`src/hw/scbr_pkg.sv`:
```
// shared constants for the serial channel 2 baud generator and pin router
package scbr_pkg;
  localparam logic [15:0] ASYNC_MODE_ADDR     = 16'hff70;
  localparam logic [15:0] SYNC_MODE_ADDR      = 16'hff72;
  localparam logic [15:0] BAUD_CTRL_ADDR      = 16'hff73;
  localparam logic [15:0] PIN_ROUTE_ADDR      = 16'hff75;
  localparam logic [7:0]  REG_RESET           = 8'h00;
  localparam logic [7:0]  SYNC_MODE_WMASK     = 8'h86;
  localparam logic [7:0]  PIN_ROUTE_WMASK     = 8'h30;
  localparam int          TX_EN_BIT           = 7;
  localparam int          RX_EN_BIT           = 6;
  localparam int          ASYNC_CLK_SEL_BIT   = 0;
  localparam int          THREE_WIRE_EN_BIT   = 7;
  localparam int          FIRST_BIT_ORDER_BIT = 2;
  localparam int          TW_CLK_SEL_BIT      = 1;
  localparam int          RX_ALT_BIT          = 4;
  localparam int          TX_ALT_BIT          = 5;
  localparam int          DIV_LSB             = 0;
  localparam int          PRESCALE_LSB        = 4;
  localparam logic [3:0]  DIV_BYPASS          = 4'hf;
  localparam logic [4:0]  DIV_BASE            = 5'h10;
  localparam logic [3:0]  PRESCALE_N11_CODE   = 4'h0;
  localparam logic [3:0]  PRESCALE_MIN_CODE   = 4'h5;
  localparam logic [3:0]  PRESCALE_MAX_CODE   = 4'he;
  localparam logic [3:0]  PRESCALE_N_MAX      = 4'hb;
  localparam int          PRESCALE_W          = 11;
  typedef enum logic [1:0] {SCBR_STOP, SCBR_ASYNC, SCBR_THREE_WIRE} scbr_mode_e;
endpackage : scbr_pkg

```
`src/hw/scbr_top.sv`:
```
// serial channel 2 baud generator, data pin routing and stop-mode control
`timescale 1ns/1ns
module scbr_top
  import scbr_pkg::*;
(
  input  wire logic        clk,
  input  wire logic        rst,
  input  wire logic        ce,
  input  wire logic        osc_half_select,
  input  wire logic [15:0] mem_addr,
  input  wire logic        mem_wr,
  input  wire logic        mem_rd,
  input  wire logic [7:0]  mem_wdata,
  output logic      [7:0]  mem_rdata,
  input  wire logic        primary_rx_pin,
  input  wire logic        alternate_rx_pin,
  input  wire logic        ext_baud_clock_pin,
  input  wire logic        core_txd,
  output logic             core_rxd,
  output logic             primary_tx_pin,
  output logic             primary_tx_oe,
  output logic             alternate_tx_pin,
  output logic             alternate_tx_oe,
  output logic             serial_pins_owned,
  output logic             baud_tick,
  output scbr_mode_e       chan_mode
);
  import scbr_pkg::*;

  logic [7:0]            async_mode_reg;
  logic [7:0]            sync_serial_mode;
  logic [7:0]            baud_gen_control;
  logic [7:0]            serial_pin_route;
  logic [1:0]            rx_p_sync;
  logic [1:0]            rx_a_sync;
  logic [2:0]            ext_sync;
  logic [PRESCALE_W-1:0] pre_cnt;
  logic [PRESCALE_W-1:0] pre_mask;
  logic [3:0]            n_sel;
  logic                  pre_tick;
  logic                  ext_edge;
  logic                  src_tick;
  logic                  gen_run;
  logic                  div_tick;
  logic                  ext_div_tick;
  logic                  active;
  logic                  osc_phase;
  logic                  fxx_tick;
  scbr_mode_e            next_mode;
  logic [3:0]            k_val;
  logic [3:0]            tps_val;

  assign k_val   = baud_gen_control[DIV_LSB +: 4];
  assign tps_val = baud_gen_control[PRESCALE_LSB +: 4];

  // register writes; reserved bits are held at zero regardless of software
  always_ff @(posedge clk) begin
    if (rst) begin
      async_mode_reg   <= REG_RESET;
      sync_serial_mode <= REG_RESET;
      baud_gen_control <= REG_RESET;
      serial_pin_route <= REG_RESET;
    end else if (ce && mem_wr) begin
      case (mem_addr)
        ASYNC_MODE_ADDR: async_mode_reg   <= mem_wdata;
        SYNC_MODE_ADDR:  sync_serial_mode <= mem_wdata & SYNC_MODE_WMASK;
        BAUD_CTRL_ADDR:  baud_gen_control <= mem_wdata;
        PIN_ROUTE_ADDR:  serial_pin_route <= mem_wdata & PIN_ROUTE_WMASK;
        default: ;
      endcase
    end
  end

  always_ff @(posedge clk) begin
    if (rst) begin
      mem_rdata <= 8'h00;
    end else if (ce && mem_rd) begin
      case (mem_addr)
        ASYNC_MODE_ADDR: mem_rdata <= async_mode_reg;
        SYNC_MODE_ADDR:  mem_rdata <= sync_serial_mode;
        BAUD_CTRL_ADDR:  mem_rdata <= baud_gen_control;
        PIN_ROUTE_ADDR:  mem_rdata <= serial_pin_route;
        default:         mem_rdata <= 8'h00;
      endcase
    end
  end

  // mode decode: three-wire wins when both sides are enabled
  always_comb begin
    if (sync_serial_mode[THREE_WIRE_EN_BIT]) begin
      next_mode = SCBR_THREE_WIRE;
    end else if (async_mode_reg[TX_EN_BIT] || async_mode_reg[RX_EN_BIT]) begin
      next_mode = SCBR_ASYNC;
    end else begin
      next_mode = SCBR_STOP;
    end
  end

  always_ff @(posedge clk) begin
    if (rst) begin
      chan_mode <= SCBR_STOP;
    end else if (ce) begin
      chan_mode <= next_mode;
    end
  end

  assign active = (next_mode != SCBR_STOP);

  // pin inputs pass two flip-flops; ext clock gets a third stage for edge detect
  always_ff @(posedge clk) begin
    if (rst) begin
      rx_p_sync <= 2'b11;
      rx_a_sync <= 2'b11;
      ext_sync  <= 3'b000;
    end else if (ce) begin
      rx_p_sync <= {rx_p_sync[0], primary_rx_pin};
      rx_a_sync <= {rx_a_sync[0], alternate_rx_pin};
      ext_sync  <= {ext_sync[1:0], ext_baud_clock_pin};
    end
  end
  assign ext_edge = ext_sync[1] & ~ext_sync[2];

  // fxx: every clk, or every other clk when half select is set
  always_ff @(posedge clk) begin
    if (rst) begin
      osc_phase <= 1'b0;
    end else if (ce) begin
      osc_phase <= ~osc_phase;
    end
  end
  assign fxx_tick = osc_half_select ? osc_phase : 1'b1;

  // prescale code to n; prohibited codes leave the generator idle
  always_comb begin
    if (tps_val == PRESCALE_N11_CODE) begin
      n_sel = PRESCALE_N_MAX;
    end else if (tps_val >= PRESCALE_MIN_CODE && tps_val <= PRESCALE_MAX_CODE) begin
      n_sel = tps_val - 4'h4;
    end else begin
      n_sel = 4'h0;
    end
  end

  // free-running prescaler; bit n-1 toggling marks fxx/2^n
  always_ff @(posedge clk) begin
    if (rst) begin
      pre_cnt <= '0;
    end else if (ce) begin
      if (!active) begin
        pre_cnt <= '0;
      end else if (fxx_tick) begin
        pre_cnt <= pre_cnt + PRESCALE_W'(1);
      end
    end
  end
  // n = 11 wraps the shift to zero, so the mask still covers all prescaler bits
  assign pre_mask = (PRESCALE_W'(1) << n_sel) - PRESCALE_W'(1);
  assign pre_tick = fxx_tick && (n_sel != 4'h0) && ((pre_cnt & pre_mask) == pre_mask);

  assign src_tick = pre_tick;
  assign gen_run  = active && (n_sel != 4'h0);

  scbr_divider u_int_div (
    .clk      (clk),
    .rst      (rst),
    .ce       (ce),
    .run      (gen_run),
    .src_tick (src_tick),
    .k        (k_val),
    .out_tick (div_tick)
  );

  // external clock: rising edges give fpin, so half rate via k+16 then /2
  logic ext_half;
  always_ff @(posedge clk) begin
    if (rst) begin
      ext_half <= 1'b0;
    end else if (ce && ext_div_tick) begin
      ext_half <= ~ext_half;
    end
  end

  scbr_divider u_ext_div (
    .clk      (clk),
    .rst      (rst),
    .ce       (ce),
    .run      (active),
    .src_tick (ext_edge),
    .k        (k_val),
    .out_tick (ext_div_tick)
  );

  always_ff @(posedge clk) begin
    if (rst) begin
      baud_tick <= 1'b0;
    end else if (ce) begin
      if (!active) begin
        baud_tick <= 1'b0;
      // each mode takes its clock choice from its own register only
      end else if ((next_mode == SCBR_THREE_WIRE) ? sync_serial_mode[TW_CLK_SEL_BIT]
                                                   : async_mode_reg[ASYNC_CLK_SEL_BIT]) begin
        baud_tick <= div_tick;
      end else begin
        baud_tick <= ext_div_tick && ext_half;
      end
    end
  end

  // pin routing; stop mode releases every pin
  always_ff @(posedge clk) begin
    if (rst) begin
      core_rxd          <= 1'b1;
      primary_tx_pin    <= 1'b1;
      primary_tx_oe     <= 1'b0;
      alternate_tx_pin  <= 1'b1;
      alternate_tx_oe   <= 1'b0;
      serial_pins_owned <= 1'b0;
    end else if (ce) begin
      core_rxd <= serial_pin_route[RX_ALT_BIT] ? rx_a_sync[1] : rx_p_sync[1];
      primary_tx_pin    <= core_txd;
      alternate_tx_pin  <= core_txd;
      primary_tx_oe     <= active && !serial_pin_route[TX_ALT_BIT];
      alternate_tx_oe   <= active && serial_pin_route[TX_ALT_BIT];
      serial_pins_owned <= active;
    end
  end

  a_stop_release : assert property (@(posedge clk) disable iff (rst)
    (ce && !active) |=> (!primary_tx_oe && !alternate_tx_oe && !baud_tick))
    else $error("stop mode still drives pins or ticks");
  a_tx_route : assert property (@(posedge clk) disable iff (rst)
    (ce && active && serial_pin_route[TX_ALT_BIT]) |=> (alternate_tx_oe && !primary_tx_oe))
    else $error("transmit not routed to alternate pin");
  a_rx_route : assert property (@(posedge clk) disable iff (rst)
    (ce && serial_pin_route[RX_ALT_BIT]) |=> core_rxd == $past(rx_a_sync[1]))
    else $error("receive not taken from alternate pin");
  a_mode_decode : assert property (@(posedge clk) disable iff (rst)
    (ce && sync_serial_mode[THREE_WIRE_EN_BIT]) |=> chan_mode == SCBR_THREE_WIRE)
    else $error("three-wire enable not reflected in mode");
  a_reserved_zero : assert property (@(posedge clk) disable iff (rst)
    (sync_serial_mode & ~SYNC_MODE_WMASK) == 8'h00 && (serial_pin_route & ~PIN_ROUTE_WMASK) == 8'h00)
    else $error("reserved register bits became set");
  a_reset_clear : assert property (@(posedge clk)
    rst |=> (serial_pin_route == 8'h00 && sync_serial_mode == 8'h00))
    else $error("registers not cleared by reset");
  a_async_mode : assert property (@(posedge clk) disable iff (rst)
    (ce && !sync_serial_mode[THREE_WIRE_EN_BIT] && !async_mode_reg[TX_EN_BIT] &&
     !async_mode_reg[RX_EN_BIT]) |=> chan_mode == SCBR_STOP)
    else $error("enables clear but mode not stop");
  a_half_rate : assert property (@(posedge clk) disable iff (rst)
    (ce && osc_half_select && fxx_tick) |=> !(ce && osc_half_select && fxx_tick))
    else $error("half select produced back to back fxx");

  c_async_run  : cover property (@(posedge clk) chan_mode == SCBR_ASYNC && baud_tick);
  c_three_wire : cover property (@(posedge clk) chan_mode == SCBR_THREE_WIRE && baud_tick);
  c_alt_pins   : cover property (@(posedge clk) alternate_tx_oe && serial_pin_route[RX_ALT_BIT]);
endmodule : scbr_top

```
`src/hw/scbr_divider.sv`:
```
// divide-by-(k+16) counter producing one-cycle ticks, bypass on code 1111
`timescale 1ns/1ns
module scbr_divider
  import scbr_pkg::*;
(
  input  wire logic       clk,
  input  wire logic       rst,
  input  wire logic       ce,
  input  wire logic       run,
  input  wire logic       src_tick,
  input  wire logic [3:0] k,
  output logic            out_tick
);
  logic [4:0] cnt;
  logic [4:0] last;
  assign last = DIV_BASE + {1'b0, k} - 5'h01;

  always_ff @(posedge clk) begin
    if (rst) begin
      cnt      <= 5'h00;
      out_tick <= 1'b0;
    end else if (ce) begin
      out_tick <= 1'b0;
      if (!run) begin
        cnt <= 5'h00;
      end else if (src_tick) begin
        if (k == DIV_BYPASS) begin
          out_tick <= 1'b1;
        end else if (cnt >= last) begin
          cnt      <= 5'h00;
          out_tick <= 1'b1;
        end else begin
          cnt <= cnt + 5'h01;
        end
      end
    end
  end

  a_div_ratio : assert property (@(posedge clk) disable iff (rst)
    (ce && run && src_tick && k != DIV_BYPASS && cnt != last && cnt < last) |=> !out_tick)
    else $error("divider ticked before k+16 source edges");
  a_div_bypass : assert property (@(posedge clk) disable iff (rst)
    (ce && run && src_tick && k == DIV_BYPASS) |=> out_tick)
    else $error("bypass code did not pass source tick");
endmodule : scbr_divider

```
`config.mk`:
```
export PLATFORM = sky130hd
export DESIGN_NAME = scbr_top
export DESIGN_NICKNAME = d
export VERILOG_FILES = /design/src/hw/scbr_pkg.sv /design/src/hw/scbr_top.sv /design/src/hw/scbr_divider.sv
export SDC_FILE = /design/constraint.sdc
export NUM_CORES = 1
export LEC_CHECK = 0
export BUFFER_PORTS_ARGS = -buffer_cell sky130_fd_sc_hd__buf_4
export CORE_UTILIZATION = 45
export DETAILED_ROUTE_END_ITERATION = 16
export SYNTH_ARGS = -nofsm -noshare
export SYNTH_HDL_FRONTEND = slang
export SYNTH_SLANG_ARGS = --single-unit
```
`constraint.sdc`:
```
create_clock -name clk -period 4 [get_ports clk]
set_input_delay 0 -clock clk [delete_from_list [all_inputs] [get_ports clk]]
set_output_delay 0 -clock clk [all_outputs]
set_load 0.02 [all_outputs]
```
==> impl_metrics.csv <==
group,metric,value,unit
status,status,"complete, no violations",
logic_synthesis,synth_cells,453,
sta,maxSlewHeadroom,36.7,%
clock_tree,cts_root_buf,"clkbuf_8",
die,rows,33,
finish,nNetsFinal,557,
clock_tree,cts_buffer_depth,2,
power,ir_drop,183,uV
logic_synthesis,netlist.area_leader.share,35.5,%
die,start_util,46.9,%
logic_synthesis,synth_top_area_cell,"dfxtp_1",
finish,largest_register_ffs,11,
die,die_x,95.0,um
global_route,busiest_layer,"met2",
clock_tree,ctsResizeCount,0,
finish,layout-drive-gt1-share,17.1,%
finish,antennaDiodeCount,0,
finish,final_cell_mix,"dfxtp_1 (69), nor2_1 (67), buf_4 (52)",
power,p_leak,1.81,nW
sta,period_share,89.1,%
route,first_pass_iters,5,
route,via_per_inst,5.58,
clock_tree,clock-sinks,69,
global_route,use_met1,28.1,%
logic_synthesis,ys_top_cells_by_area,"dfxtp_1 (35%), mux2i_1 (7.7%), nor2_1 (6.5%), ha_1 (6.1%), a21oi_1 (4.1%)",
global_route,grt_max_degree,61,
min_path,hp-class,"primary input to register",
clock_tree,postCtsSetupBuffers,0,
route,num_vias,3420,
sta,tightest_slew,0.948,ns
sta,tns,0,ns
route,drt_iter0_markers,105,
die,die_area,9030,sq um
sta,slew_viol_final,0,
die,core,8300,sq um
finish,stdcell_area,4620,sq um
placement,pre_cts_slack,0.507,ns
sta,setup_viol,0,
logic_synthesis,ys_ff_latch,69,
sta,hold_slack,0.0449,ns
finish,mostFrequentLayoutCell,"dfxtp_1",
global_route,grt_usage,21.1,%
logic_synthesis,synth_area,3890,sq um
logic_synthesis,ys_seq_area_share,35.5,%
placement,dpl.hpwl,6600,um
clock_tree,clkTransAtPathRegs,0.08,ns
sta,max_freq,281,MHz
clock_tree,h-tree-depth,3,
job,drv_cap,0,
sta,hold_viol,0,
worst_setup_path,worst_setup_path_start_kind,"register",
sta,clock_skew,0.00801,ns
logic_synthesis,synth_async_sr_flop_share,0,%
logic_synthesis,yosysUniqueCellTypes,68,
power,power_density,299,nW/um^2
logic_synthesis,ys.flop_type,"dfxtp_1",
placement,place_congestion,0.874,
global_route,use_met2,34.5,%
clock_tree,cts_tree,"done",
route,wl_per_cell,15.2,um
route,route.detailed.drc,0,
finish,final_util,55.7,%
worst_setup_path,required,4.26,ns
sta,min_period,3.56,ns
global_route,use_met3,4.39,%
logic_synthesis,syn_nets,506,
global_route,first_global_vias,3010,
global_route,antenna_found_initial,0,
route,routed_wl,9320,um
clock_tree,insertion_delay,0.34,ns
sta,layout_setup_ws,0.437,ns
finish,regMostFlops,"pre_cnt",
worst_setup_path,critPathKind,"register to register",
logic_synthesis,ys.warnings.count,0,
route,ant_nets,0,
logic_synthesis,synth.avg_cell_area,8.60,sq um
global_route,grt_pass1_wl,14800,um
global_route,globalRouteOverflowTotal,0,
sta,rsz0062_at_grt,"no",
finish,area.growth.synth_to_final,18.7,%
clock_tree,cts_buffers,9,
worst_setup_path,critPathCaptureType,"register",
finish,fillers,801,
logic_synthesis,synth_edf_count,0,
worst_setup_path,path_max_fanout,7,
placement,place.port_buffers,50,
worst_setup_path,crit_arrival,3.83,ns
die,io_pins,51,
placement,placedInstanceArea,4290,sq um
die,die_y,95.0,um
==> path summary, 6_finish.rpt <==
check	start	end	slack [ns]	cells past startpoint
worst max-delay path	baud_gen_control[7]	u_int_div.out_tick	0.44	12
worst min register to register	mem_rdata[4]	mem_rdata[4]	0.47	2
worst max register to register	baud_gen_control[7]	u_int_div.out_tick	0.44	12
worst min-delay path	mem_addr[2]	mem_rdata[7]	0.04	4
==> metal layers <==
metal / part of all wire, % / wire length (um)
met2: 47 / 4360
met5: 0 / 0
met1: 48 / 4520
met3: 3.8 / 355
met4: 0.92 / 86
==> logic make-up after synthesis <==
group / after synthesis / synth area share, %
flops: 69 / 35.5
mux: 34 / 8.97
xor+xnor: 9 / 2.02
simple gates: 181 / 23.9
buf+inv: 38 / 4.47
compound gates: 103 / 19.0
fa+ha+maj: 19 / 6.11
==> worst max-delay path, cell delays in order (launching register included) <==
cell and delay [ns]:
dfxtp_1 0.42, inv_1 0.13, ha_1 0.30, and2_1 0.19, a221oi_1 0.38, or2_2 0.20, ha_1 0.29, o311ai_1 0.16
a2bb2oi_2 0.16, mux2_4 0.31, or2_4 0.28, or4_1 0.52, a21oi_1 0.14
==> report_power, final <==
| part | leakage (nW) | total (mW) | switching, mW | internal [mW] |
|---|---|---|---|---|
| logic | 1.15 | 0.0878 | 0.0437 | 0.0440 |
| clock network | 0.102 | 0.600 | 0.278 | 0.322 |
| registers | 0.558 | 0.696 | 0.00351 | 0.693 |
==> synthesized netlist by cell type (3+ instances only) <==
| cell type | instances |
|---|---|
| dfxtp_1 | 69 |
| nor2_1 | 67 |
| a21oi_1 | 32 |
| mux2i_1 | 30 |
| nand2_1 | 20 |
| ha_1 | 19 |
| nand3_1 | 17 |
| inv_1 | 13 |
| nand2b_1 | 13 |
| o21ai_0 | 12 |
| clkbuf_1 | 11 |
| nor2b_1 | 11 |
| a21o_1 | 7 |
| and3_1 | 7 |
| buf_2 | 7 |
| nand4_1 | 7 |
| nor3_1 | 7 |
| a22oi_1 | 6 |
| a211o_1 | 5 |
| nor4_1 | 5 |
| o311ai_1 | 5 |
| or3_1 | 5 |
| xnor2_1 | 5 |
| xor2_1 | 4 |
| a2111oi_0 | 3 |
| a211oi_1 | 3 |
| a22o_1 | 3 |
| and2_1 | 3 |
| mux2_2 | 3 |
| nand3b_1 | 3 |
| or2_2 | 3 |
| or4_1 | 3 |
==> what timing repair did <==
item,CTS,global route
endpoints found under the setup margin,0,0
hold buffers,12,0
endpoints found under the hold margin,25,0
==> metrics by stage <==
step | total power, mW | cells
detailed placement | 0.791 | 586
global route | 1.44 | 613
finish | 1.38 | 613
global placement | 0.790 | 586
floorplan | 0.753 | 453
CTS | 1.40 | 613
==> cell type report <==
cell class / count / area [sq um] / share of cell area (%)
flip-flops and latches: 69 / 1380 / 29.9
inverters: 14 / 52.6 / 1.14
repair buffers: 64 / 510 / 11.0
well taps: 105 / 131 / 2.84
clock inverters: 4 / 55.1 / 1.19
multi-input cells: 346 / 2340 / 50.6
clock buffers: 11 / 151 / 3.28
(Power assumes the default switching activity.)
